===== config.mk =====
export PLATFORM = sky130hd
export DESIGN_NAME = eac_ctrl
export DESIGN_NICKNAME = d
export VERILOG_FILES = /design/src/hw/eac_pkg.sv /design/src/hw/eac_tmr_if.sv /design/src/hw/eac_prog_timer.sv /design/src/hw/eac_ctrl.sv
export SDC_FILE = /design/constraint.sdc
export NUM_CORES = 1
export LEC_CHECK = 0
export ABC_AREA = 1
export ABC_CLOCK_PERIOD_IN_PS = 1950
export BUFFER_PORTS_ARGS = -buffer_cell sky130_fd_sc_hd__buf_2
export CORE_AREA = 2 2 78 117
export CTS_CLUSTER_SIZE = 28
export DETAILED_ROUTE_END_ITERATION = 12
export DIE_AREA = 0 0 80 119
export PLACE_DENSITY = 0.71
export SLEW_MARGIN = 5
export SYNTH_ARGS = -nofsm -noshare
export SYNTH_HDL_FRONTEND = slang
export SYNTH_SLANG_ARGS = --single-unit

===== constraint.sdc =====
create_clock -name sys_clk_i -period 1.95 [get_ports sys_clk_i]
set_clock_uncertainty 0.2 [all_clocks]
set_input_delay 0.0975 -clock sys_clk_i [delete_from_list [all_inputs] [get_ports sys_clk_i]]
set_output_delay 0.0975 -clock sys_clk_i [all_outputs]
set_load 0.05 [all_outputs]

===== src/hw/eac_pkg.sv =====
// Constants shared by the data-nonvolatile-memory access controller.
// Assumes an 8-bit CPU register port and a byte-wide storage array.
//
// Notes on behaviour
// RL1 - Mode field picks erase+write, erase, or write.
// RL2 - Mode writes ignored while write strobe set.
// RL3 - Reset clears mode unless programming still runs.
// RL4 - Ready interrupt level while strobe reads zero.
// RL5 - No ready interrupt during write or self-programming.
// RL6 - Hardware clears write arm four cycles later.
// RL7 - Strobe starts write only when arm set.
// RL8 - Software arms, then strobes within four cycles.
// RL9 - No programming start during flash self-programming.
// RL10 - Hardware clears write strobe when timing ends.
// RL11 - Write strobe stalls CPU two cycles.
// RL12 - Read strobe loads byte, stalls four cycles.
// RL13 - During write: no read, address frozen.
// RL14 - Software polls strobe zero before reading.
// RL15 - Write period is 26368 RC oscillator cycles.
// RL16 - Ten-bit linear byte address, up to 1023.
// RL17 - Data register feeds writes, receives reads.
// RL18 - Reserved address and control bits read zero.
// RL19 - Software keeps interrupts off during write sequence.
// RL20 - Bit set/clear only 0x00-0x1f, one bit.
// RL21 - Registers also at I/O address plus 0x20.
// RL22 - Write runs on to completion through reset.
// RL23 - Reserved mode code starts no programming.
package eac_pkg;

  // I/O space offsets
  localparam logic [7:0] OFS_CTRL = 8'h1f;
  localparam logic [7:0] OFS_DATA = 8'h20;
  localparam logic [7:0] OFS_ADDR_LO = 8'h21;
  localparam logic [7:0] OFS_ADDR_HI = 8'h22;
  // Data-space view sits this far above the I/O address
  localparam logic [7:0] DSPACE_OFS = 8'h20;
  // Highest register reachable by single-bit set and clear
  localparam logic [7:0] BITOP_LAST = 8'h1f;

  // Control register field positions
  localparam int CTRL_READ = 0;
  localparam int CTRL_STROBE = 1;
  localparam int CTRL_ARM = 2;
  localparam int CTRL_RIE = 3;
  localparam int CTRL_MODE_LO = 4;
  localparam int CTRL_MODE_HI = 5;

  // Programming mode codes
  localparam logic [1:0] MODE_ATOMIC = 2'h0;
  localparam logic [1:0] MODE_ERASE = 2'h1;
  localparam logic [1:0] MODE_WRITE = 2'h2;
  localparam logic [1:0] MODE_RSVD = 2'h3;

  // Reset values
  localparam logic [7:0] BYTE_RST = 8'h00;
  localparam logic [1:0] MODE_RST = 2'h0;

  // Cycle counts on the CPU clock
  localparam logic [2:0] ARM_CYC = 3'h4;
  localparam logic [2:0] WR_STALL_CYC = 3'h2;
  localparam logic [2:0] RD_STALL_CYC = 3'h4;

  // Programming times, in microseconds, as typical figures
  localparam int ATOMIC_TIME_US = 3400;
  localparam int SPLIT_TIME_US = 1800;
  // Oscillator cycles for one full write and for a split step
  localparam int ATOMIC_RC_CYC = 26368;
  localparam int SPLIT_RC_CYC = ATOMIC_RC_CYC * SPLIT_TIME_US
                                / ATOMIC_TIME_US;
  localparam int RC_CNT_W = 15;

endpackage : eac_pkg


===== src/hw/eac_tmr_if.sv =====
// Link between the register logic and the programming timer.
// Assumes both ends share one clock.
`timescale 1ns/100ps
`default_nettype none
interface eac_tmr_if #(
  parameter int CNT_W = 15
);
  logic start; // Pulse: begin a timed operation
  logic [CNT_W-1:0] cycles; // Oscillator cycles to run
  logic busy; // Level: operation in progress
  logic done; // Pulse: operation just ended

  modport ctrl (output start, output cycles, input busy, input done);
  modport tmr (input start, input cycles, output busy, output done);
endinterface : eac_tmr_if
`default_nettype wire


===== src/hw/eac_prog_timer.sv =====
// Self-timed programming counter, paced by oscillator ticks.
// Assumes rc_tick_i is a one-cycle enable synchronous to sys_clk_i.
`timescale 1ns/100ps
`default_nettype none
module eac_prog_timer #(
  parameter int CNT_W = 15
)(
  input wire logic sys_clk_i,
  input wire logic por_nrst_i,
  input wire logic rc_tick_i,
  eac_tmr_if.tmr tmr
);

  logic [CNT_W-1:0] cnt_q; // Oscillator cycles left
  logic busy_q; // Operation running
  logic done_q; // End pulse
  logic last_w; // Final tick arriving

  assign last_w = busy_q && rc_tick_i && (cnt_q == CNT_W'(1));
  assign tmr.busy = busy_q;
  assign tmr.done = done_q;

  // Only power-on reset: a system reset must not abort a write
  always_ff @(posedge sys_clk_i or negedge por_nrst_i)
  begin
    if (!por_nrst_i)
    begin
      cnt_q <= '0;
      busy_q <= 1'b0;
      done_q <= 1'b0;
    end
    else
    begin
      done_q <= last_w; // RL10
      if (tmr.start && !busy_q)
      begin
        cnt_q <= tmr.cycles; // RL15
        busy_q <= 1'b1;
      end
      else if (last_w)
      begin
        cnt_q <= '0;
        busy_q <= 1'b0; // RL22
      end
      else if (busy_q && rc_tick_i)
      begin
        cnt_q <= cnt_q - CNT_W'(1);
      end
    end
  end

endmodule : eac_prog_timer
`default_nettype wire


===== src/hw/eac_ctrl.sv =====
// Register front end for the byte-wide data storage array.
// Assumes a CPU port with one-cycle read/write and bit-op pulses,
// and an array that answers arr_rdata_i combinationally.
`timescale 1ns/100ps
`default_nettype none
module eac_ctrl #(
  parameter int ADDR_W = 10,
  parameter int ATOMIC_CYC = eac_pkg::ATOMIC_RC_CYC,
  parameter int SPLIT_CYC = eac_pkg::SPLIT_RC_CYC
)(
  input wire logic sys_clk_i,
  input wire logic nrst_i,
  input wire logic por_nrst_i,
  input wire logic rc_tick_i,
  input wire logic [7:0] cpu_addr_i,
  input wire logic cpu_dspace_i,
  input wire logic cpu_wr_i,
  input wire logic cpu_rd_i,
  input wire logic cpu_bset_i,
  input wire logic cpu_bclr_i,
  input wire logic [2:0] cpu_bit_i,
  input wire logic [7:0] cpu_wdata_i,
  output logic [7:0] cpu_rdata_o,
  output logic cpu_stall_o,
  input wire logic global_irq_en_i,
  input wire logic self_prog_active_i,
  output logic ready_irq_o,
  output logic [ADDR_W-1:0] arr_addr_o,
  output logic [7:0] arr_wdata_o,
  output logic [1:0] arr_mode_o,
  output logic arr_start_o,
  output logic arr_busy_o,
  input wire logic [7:0] arr_rdata_i
);

  localparam int CW = eac_pkg::RC_CNT_W;
  localparam int HI_W = ADDR_W - 8; // Address bits held in high byte

  // Timer link
  eac_tmr_if #(.CNT_W(CW)) tmr_if ();

  // Register state on the system reset
  logic [ADDR_W-1:0] addr_q; // Byte address
  logic [7:0] buf_q; // Data register
  logic rie_q; // Ready interrupt enable
  logic arm_q; // Write arm
  logic [2:0] arm_cnt_q; // Cycles since arm was set
  logic [2:0] stall_cnt_q; // CPU stall cycles left
  logic [7:0] rdata_q; // Registered read answer
  // State that must outlive a system reset
  logic [1:0] mode_q; // Programming mode
  logic [ADDR_W-1:0] prog_addr_q; // Address latched at start
  logic [7:0] prog_data_q; // Byte latched at start
  logic [1:0] prog_mode_q; // Mode latched at start
  logic start_q; // Start pulse to the array

  // Address decode, folding the data-space view back to I/O
  logic [7:0] io_addr_w;
  logic any_acc_w;
  logic bitop_w;
  logic hit_ctrl_w;
  logic hit_data_w;
  logic hit_lo_w;
  logic hit_hi_w;

  assign io_addr_w = cpu_dspace_i ? cpu_addr_i - eac_pkg::DSPACE_OFS
                                  : cpu_addr_i; // RL21
  // Bit ops only reach the low 32 I/O registers
  assign bitop_w = (cpu_bset_i || cpu_bclr_i) && !cpu_dspace_i
                   && (io_addr_w <= eac_pkg::BITOP_LAST); // RL20
  assign any_acc_w = cpu_wr_i || bitop_w;
  assign hit_ctrl_w = any_acc_w && (io_addr_w == eac_pkg::OFS_CTRL);
  assign hit_data_w = any_acc_w && (io_addr_w == eac_pkg::OFS_DATA);
  assign hit_lo_w = any_acc_w && (io_addr_w == eac_pkg::OFS_ADDR_LO);
  assign hit_hi_w = any_acc_w && (io_addr_w == eac_pkg::OFS_ADDR_HI);

  // Write mask: a full write touches every bit, a bit op just one
  logic [7:0] wmask_w;
  logic [7:0] wval_w;
  assign wmask_w = cpu_wr_i ? 8'hff : (8'h01 << cpu_bit_i); // RL20
  assign wval_w = cpu_wr_i ? cpu_wdata_i
                           : (cpu_bset_i ? 8'hff : 8'h00);

  // Control register view
  logic busy_w;
  logic [7:0] ctrl_rd_w;
  assign busy_w = tmr_if.busy; // Write strobe reads as busy
  assign ctrl_rd_w = {2'h0, mode_q, rie_q, arm_q, busy_w,
                      1'b0}; // RL18

  // Field write enables taken from the mask
  logic wr_mode_lo_w;
  logic wr_mode_hi_w;
  logic wr_rie_w;
  logic wr_arm_w;
  logic set_strobe_w;
  logic set_read_w;
  logic [1:0] mode_nx_w;
  assign wr_mode_lo_w = hit_ctrl_w && wmask_w[eac_pkg::CTRL_MODE_LO];
  assign wr_mode_hi_w = hit_ctrl_w && wmask_w[eac_pkg::CTRL_MODE_HI];
  assign wr_rie_w = hit_ctrl_w && wmask_w[eac_pkg::CTRL_RIE];
  assign wr_arm_w = hit_ctrl_w && wmask_w[eac_pkg::CTRL_ARM];
  assign set_strobe_w = hit_ctrl_w && wmask_w[eac_pkg::CTRL_STROBE]
                        && wval_w[eac_pkg::CTRL_STROBE];
  assign set_read_w = hit_ctrl_w && wmask_w[eac_pkg::CTRL_READ]
                      && wval_w[eac_pkg::CTRL_READ];
  assign mode_nx_w = {wr_mode_hi_w ? wval_w[eac_pkg::CTRL_MODE_HI]
                                   : mode_q[1],
                      wr_mode_lo_w ? wval_w[eac_pkg::CTRL_MODE_LO]
                                   : mode_q[0]};

  // Start condition for a programming operation
  logic start_w;
  logic rd_go_w;
  assign start_w = set_strobe_w && arm_q && !busy_w // RL7
                   && !self_prog_active_i // RL9
                   && (mode_q != eac_pkg::MODE_RSVD); // RL23
  // Reads are refused while a write runs
  assign rd_go_w = set_read_w && !busy_w; // RL13

  // Timer load per mode: split steps are shorter
  assign tmr_if.start = start_w;
  assign tmr_if.cycles = (mode_q == eac_pkg::MODE_ATOMIC)
                         ? CW'(ATOMIC_CYC) : CW'(SPLIT_CYC); // RL1

  // Programming timer, reset only at power-on
  eac_prog_timer #(.CNT_W(CW)) u_timer (
    .sys_clk_i(sys_clk_i),
    .por_nrst_i(por_nrst_i),
    .rc_tick_i(rc_tick_i),
    .tmr(tmr_if)
  );

  // Address register, frozen while programming
  always_ff @(posedge sys_clk_i or negedge nrst_i)
  begin
    if (!nrst_i)
    begin
      addr_q <= '0;
    end
    else if (!busy_w) // RL13
    begin
      if (hit_lo_w)
      begin
        // Unmasked bits keep their old value
        addr_q[7:0] <= (addr_q[7:0] & ~wmask_w) | (wval_w & wmask_w);
      end
      else if (hit_hi_w)
      begin
        addr_q[ADDR_W-1:8] <= (addr_q[ADDR_W-1:8] & ~wmask_w[HI_W-1:0])
                              | (wval_w[HI_W-1:0] & wmask_w[HI_W-1:0]);
      end
    end
  end

  // Data register: CPU writes, array reads land here
  always_ff @(posedge sys_clk_i or negedge nrst_i)
  begin
    if (!nrst_i)
    begin
      buf_q <= eac_pkg::BYTE_RST;
    end
    else if (rd_go_w)
    begin
      buf_q <= arr_rdata_i; // RL12 RL17
    end
    else if (hit_data_w)
    begin
      buf_q <= (buf_q & ~wmask_w) | (wval_w & wmask_w);
    end
  end

  // Enable and arm bits; arm drops on its own after four cycles
  always_ff @(posedge sys_clk_i or negedge nrst_i)
  begin
    if (!nrst_i)
    begin
      rie_q <= 1'b0;
      arm_q <= 1'b0;
      arm_cnt_q <= '0;
    end
    else
    begin
      if (wr_rie_w)
      begin
        rie_q <= wval_w[eac_pkg::CTRL_RIE];
      end
      if (wr_arm_w)
      begin
        // Writing one restarts the window
        arm_q <= wval_w[eac_pkg::CTRL_ARM];
        arm_cnt_q <= '0;
      end
      else if (arm_q && (arm_cnt_q == eac_pkg::ARM_CYC - 3'h1))
      begin
        arm_q <= 1'b0; // RL6
        arm_cnt_q <= '0;
      end
      else if (arm_q)
      begin
        arm_cnt_q <= arm_cnt_q + 3'h1;
      end
    end
  end

  // CPU stall counter; a write start wins over a read in the same cycle
  always_ff @(posedge sys_clk_i or negedge nrst_i)
  begin
    if (!nrst_i)
    begin
      stall_cnt_q <= '0;
    end
    else if (start_w)
    begin
      stall_cnt_q <= eac_pkg::WR_STALL_CYC; // RL11
    end
    else if (rd_go_w)
    begin
      stall_cnt_q <= eac_pkg::RD_STALL_CYC; // RL12
    end
    else if (stall_cnt_q != 3'h0)
    begin
      stall_cnt_q <= stall_cnt_q - 3'h1;
    end
  end
  assign cpu_stall_o = (stall_cnt_q != 3'h0);

  // Read mux, registered; unmapped addresses answer zero
  logic [7:0] rd_mux_w;
  always_comb
  begin
    rd_mux_w = 8'h00;
    if (io_addr_w == eac_pkg::OFS_CTRL)
      rd_mux_w = ctrl_rd_w;
    else if (io_addr_w == eac_pkg::OFS_DATA)
      rd_mux_w = buf_q;
    else if (io_addr_w == eac_pkg::OFS_ADDR_LO)
      rd_mux_w = addr_q[7:0];
    else if (io_addr_w == eac_pkg::OFS_ADDR_HI)
      rd_mux_w = {{(16 - ADDR_W){1'b0}}, addr_q[ADDR_W-1:8]}; // RL18 RL16
  end

  always_ff @(posedge sys_clk_i or negedge nrst_i)
  begin
    if (!nrst_i)
    begin
      rdata_q <= eac_pkg::BYTE_RST;
    end
    else if (cpu_rd_i)
    begin
      rdata_q <= rd_mux_w;
    end
  end
  assign cpu_rdata_o = rdata_q;

  // Mode and latched operation survive system reset while busy
  always_ff @(posedge sys_clk_i or negedge por_nrst_i)
  begin
    if (!por_nrst_i)
    begin
      mode_q <= eac_pkg::MODE_RST;
      prog_addr_q <= '0;
      prog_data_q <= eac_pkg::BYTE_RST;
      prog_mode_q <= eac_pkg::MODE_RST;
      start_q <= 1'b0;
    end
    else
    begin
      start_q <= start_w;
      if (!nrst_i && !busy_w)
      begin
        mode_q <= eac_pkg::MODE_RST; // RL3
      end
      else if (nrst_i && !busy_w) // RL2
      begin
        mode_q <= mode_nx_w; // RL1
      end
      if (start_w)
      begin
        // Hold the target so a reset cannot disturb the write
        prog_addr_q <= addr_q; // RL22
        prog_data_q <= buf_q; // RL17
        prog_mode_q <= mode_q;
      end
    end
  end

  // Array side: write target while busy, else the live address
  assign arr_addr_o = busy_w ? prog_addr_q : addr_q;
  assign arr_wdata_o = prog_data_q;
  assign arr_mode_o = prog_mode_q;
  assign arr_start_o = start_q;
  assign arr_busy_o = busy_w;

  // Level interrupt whenever the array is idle, no self-programming runs, and both enables are set
  assign ready_irq_o = rie_q && global_irq_en_i && !busy_w // RL4
                       && !self_prog_active_i; // RL5

endmodule : eac_ctrl
`default_nettype wire


Word-level counts from Yosys, hierarchy flattened

Index checks and enable logic that the tools add are counted.

Bits in registers: 73
Bits of input ports: 38
Word-level logic and storage cells: 119

$add $sub $neg: 4
Magnitude comparators: 1
Equal/unequal tests: 7
Shift-type cells: 1
Muxes and demuxes: 29
Bitwise gates (word level): 12
Reduce and logical (&&, ||, !) cells: 49

Operators with widths:

| operator                                              | number |
|---|---|
| 2-to-1 mux 8 bit                                      | 9 |
| 2-to-1 mux 15 bit                                     | 4 |
| logical AND 1 bit                                     | 28 |
| bitwise AND 8 bit                                     | 3 |
| equality test 8 x 6 -> 1 bit (second input constant)  | 3 |
| 2-to-1 mux 3 bit                                      | 6 |
| OR 8 bit                                              | 2 |
| equality test 15 x 1 -> 1 bit (second input constant) | 1 |
| subtractor 15 x 1 -> 15 bit (second input constant)   | 1 |
| nonzero test 2 bit                                    | 6 |
| nonzero test 3 bit                                    | 4 |
| 2-to-1 mux 10 bit                                     | 1 |
| equality test 8 x 5 -> 1 bit (second input constant)  | 1 |
| <= comparator 8 x 5 -> 1 bit (second input constant)  | 1 |
| NOT 8 bit                                             | 1 |
| << shifter 1 x 3 -> 8 bit (first input constant)      | 1 |
| subtractor 8 x 6 -> 8 bit (second input constant)     | 1 |
| 2-to-1 mux 1 bit                                      | 6 |
| 2-to-1 mux 2 bit                                      | 3 |
| AND reduction 2 bit                                   | 3 |
| bitwise AND 2 bit                                     | 2 |
| zero test 1 bit                                       | 4 |
| adder 3 x 1 -> 3 bit (second input constant)          | 1 |
| equality test 3 x 2 -> 1 bit (second input constant)  | 1 |
| 8 further kinds                                       | 10 |

Longest topological paths before layout

Word-level depth: 14
Mapped depth: 14
Gate-level depth less buffers: 14

Cells and area by module

From an unflattened synthesis, not the netlist that was laid out.

Cells, all modules: 600
Area total of the unflattened synthesis: 4300.4 µm²

By module, submodules not included:

| module         | instances | cells each | area each (µm²) | sequential area each (µm²) |
|---|---|---|---|---|
| eac_ctrl       | 1         | 423        | 3136.8          | 1426.4 |
| eac_prog_timer | 1         | 177        | 1163.6          | 425.4 |

Least setup slack after synthesis

No wires, ideal clock.

Path type: register to output
From: reg u_timer.busy_q (netlist: u_timer.tmr.busy)
To: out arr_addr_o[0]
Data arrival time: 2.085 ns
Required time: 1.652 ns
Setup slack: -0.432 ns
Cell stages (with the launch flop): 4
Cell sequence: dfrtp_1 buf_2 clkbuf_1 o21ai_0

Cells in the longest elaborated chain, start to end: 1

RTL lines:

| what                   | RTL line             | text |
|---|---|---|
| start, declared        | eac_prog_timer.sv:15 | `logic busy_q;` |
| start signal, assigned | eac_prog_timer.sv:29 | `busy_q <= 1'b0;` |
| start signal, assigned | eac_prog_timer.sv:38 | `busy_q <= 1'b1;` |
| start signal, assigned | eac_prog_timer.sv:43 | `busy_q <= 1'b0;` |
| 2-to-1 mux 10 bit      | eac_ctrl.sv:289      | `assign arr_addr_o = busy_w ? prog_addr_q : addr_q;` |
| end, declared          | eac_ctrl.sv:28       | `output logic [ADDR_W-1:0] arr_addr_o,` |

No other way between the ends.

Worst setup path after layout

From: reg u_timer.busy_q (netlist: u_timer.tmr.busy)
To: out arr_addr_o[4]

The elaborated chain is that of the path after synthesis.

==> flow_summary.yaml <==
clock_network:
  cts_setup_buffers: 0
  insertion_delay_ns: 0.34
  root_buffer: "clkbuf_16"
  cts_max_level: 3
  clk_pin_slew_ns: 0.06
  clock-sinks: 73
  cts_tree: "built"
  cts_buffer_depth: 2
  cts_made_buffers: 9
floorplan:
  die_w_um: 80
  fp.coreArea_um2: 8618
  start_util_pct: 48.07
  dieArea_um2: 9520
  io_pins: 70
  rows: 42
  die_y_um: 119
layout:
  n_antenna_cell: 0
  fillerInstances: 775
  drive_above_1_share_pct: 22.86
  fin_util_pct: 61.93
  layout_commonest_cell: "nand2_1"
  layout_common_cells: "nand2_1, inv_1, dfrtp_1"
  nets: 717
  syn_to_final_growth_pct: 28.84
  multiInputGateArea_um2: 1944
  seqCellArea_um2: 1828
worst_setup_path:
  cp_top_family: "buffers and inverters"
  crit_chain: "buf_4 > buf_6 > o21ai_1 > clkbuf_4"
  path_class: "reg -> out"
  end_kind: "output port"
  crit_fanout: 24
  cp_num_buf_inv: 3
  cp-start-kind: "flop"
  max_stage_delay_ns: 0.46
  cp.required_ns: 1.65
  crit_slowest_cell: "dfrtp_2"
  worstPathArrival_ns: 1.57
  r2r_slack_ns: 0.14
timing:
  drv_slew: 0
  setup_viol: 0
  max_slew_margin_pct: 49.16
  setup_tns_ns: 0
  hold_viol_final: 0
  post-route-min-period_ns: 1.870
  worst_slew_pin_slew_ns: 0.7626
  fmax_mhz: 534.7
  period_share_pct: 95.91
route:
  vias: 4025
  drc: 0
  dr.first_iter.drc_count: 257
  ant_nets: 0
  via_per_inst: 5.108
  routed_wl_um: 11290
  dr.pass1.iters: 5
  wire_per_inst_um: 14.32
synth:
  async_flop_share_pct: 100.0
  yosys.area.top_type: "dfrtp_1"
  syn_inst: 559
  yosys_warnings: 0
  synth_ff_type: "dfrtp_1"
  yosysSeqAreaShare_pct: 44.10
  ys_ff_latch: 73
  synth_top_area_share_pct: 44.10
  yosysUniqueCellTypes: 36
  ys_top_cells_by_area: "dfrtp_1, nand2_1, inv_1"
  netlist_area_um2: 4143
  syn_nets: 603
  syn_area_per_cell_um2: 7.411
  synth_edf_count: 0
place:
  numPortBuffers: 69
  place_hpwl_um: 8601
  place_congestion: 0.9413
grt:
  antenna_found_initial: 0
  grt_pass1_vias: 4068
  grt_start_max_net_pins: 35
  grt.overflow.total: 0
  grt_usage_pct: 25.07
  grt_pass1_wl_um: 18450
power_and_ir_drop:
  clockPowerShare_pct: 44.6
  power.leakage_uw: 0.002895
  power_uw: 4016
  seqPwrFrac_pct: 41.1
  ir_drop_v: 0.0005272
  swShare_pct: 26.33
  internal_power_uw: 2959
  comb_power_share_pct: 14.3
  power_density_nw_per_um2: 752.4
  p_sw_uw: 1057
outcome:
  status: "complete, no violations"
flow_run:
  max_cap_violations: 0
hold_path:
  hold_class: "in -> reg"
[power groups by stage]
stage / registers (uW) / clock network (uW) / logic [uW]
final: 1650 / 1790 / 573
after global routing: 1660 / 1900 / 641
after CTS: 1650 / 1830 / 575
after detailed placement: 1680 / 0 / 543
after global placement: 1670 / 0 / 521
after floorplan: 1660 / 0 / 359
[area by class of cell]
class / count / share of cell area [%]
Timing Repair Buffer: 114 / 14.46
Clock inverter: 6 / 1.711
Sequential cell: 73 / 34.25
Tap cell: 110 / 2.579
Clock buffer: 10 / 4.477
Multi-Input combinational cell: 389 / 36.43
Inverter: 86 / 6.095
[kinds of logic (layout without fill, tap and decap cells)]
group / after synthesis / after routing / synth area share, %
xor+xnor: 9 / 9 / 1.903
simple gates: 299 / 299 / 32.14
fa+ha+maj: 6 / 6 / 1.812
flops: 73 / 73 / 44.10
buf+inv: 97 / 216 / 9.816
compound gates: 75 / 75 / 10.24
[final timing paths]
check                      cells after the start              from              to
max                                            4  u_timer.tmr.busy   arr_addr_o[4]
min                                            5    cpu_wdata_i[1]            flop
max reg2reg                                    8  u_timer.tmr.busy   arr_mode_o[1]
min reg2reg                                    2    cpu_rdata_o[1]  cpu_rdata_o[1]
max in group asynchronous                      3        por_nrst_i   arr_mode_o[1]
min in group asynchronous                      3            nrst_i    arm_cnt_q[1]
[cells in the mapped netlist (2+ instances only)]
cell type  instances
nand2_4            2
o22ai_1            3
o21ai_0           27
nand4_1           11
a21oi_1           11
clkbuf_1           3
o21ai_1           21
buf_6              5
nor2_4             2
inv_1             79
inv_2              5
xnor2_1            3
nand3b_1           2
nand2_2            6
nor3_1            14
nand2_1          169
o21ai_2            9
nand3_1           45
buf_2              2
nand3_2            2
o211ai_1           2
nor4_1             2
xor2_1             6
nor2_1            39
dfrtp_1           73
ha_1               6
[metal layers]
layer | vias up | GRT usage [%] | part of all wire, %
met5 | - | 0 | 0
met3 | 41 | 4.697 | 3.6
li1 | 2014 | - | -
met4 | 0 | 15.78 | 5.7
met2 | 108 | 42.81 | 52
met1 | 1862 | 27.98 | 39
[metrics by stage]
stage	instance area (um^2)	worst slack, ns	instances	hold slack [ns]
floorplan	4144	0.009277	559	-0.3981
global placement	4773	0.01638	754	-0.01680
detailed placement	4773	-0.05390	754	-0.005453
CTS	5289	0.005067	788	0.01545
global route	5338	-0.01777	788	0.03587
finish	5338	0.07973	788	0.01673
[worst min-delay path, stage by stage]
cell and delay (ns):
buf_2 0.09, nand2_1 0.05, nand2_1 0.09, inv_1 0.09, o21ai_1 0.08
[what timing repair did]
action	CTS	global route
hold buffers	18	0
endpoints found under the hold margin	90	0
pin swaps	0	1
endpoints found under the setup margin	2	42
resized for setup	2	16
No activity file was read; power rests on OpenSTA's default activity.
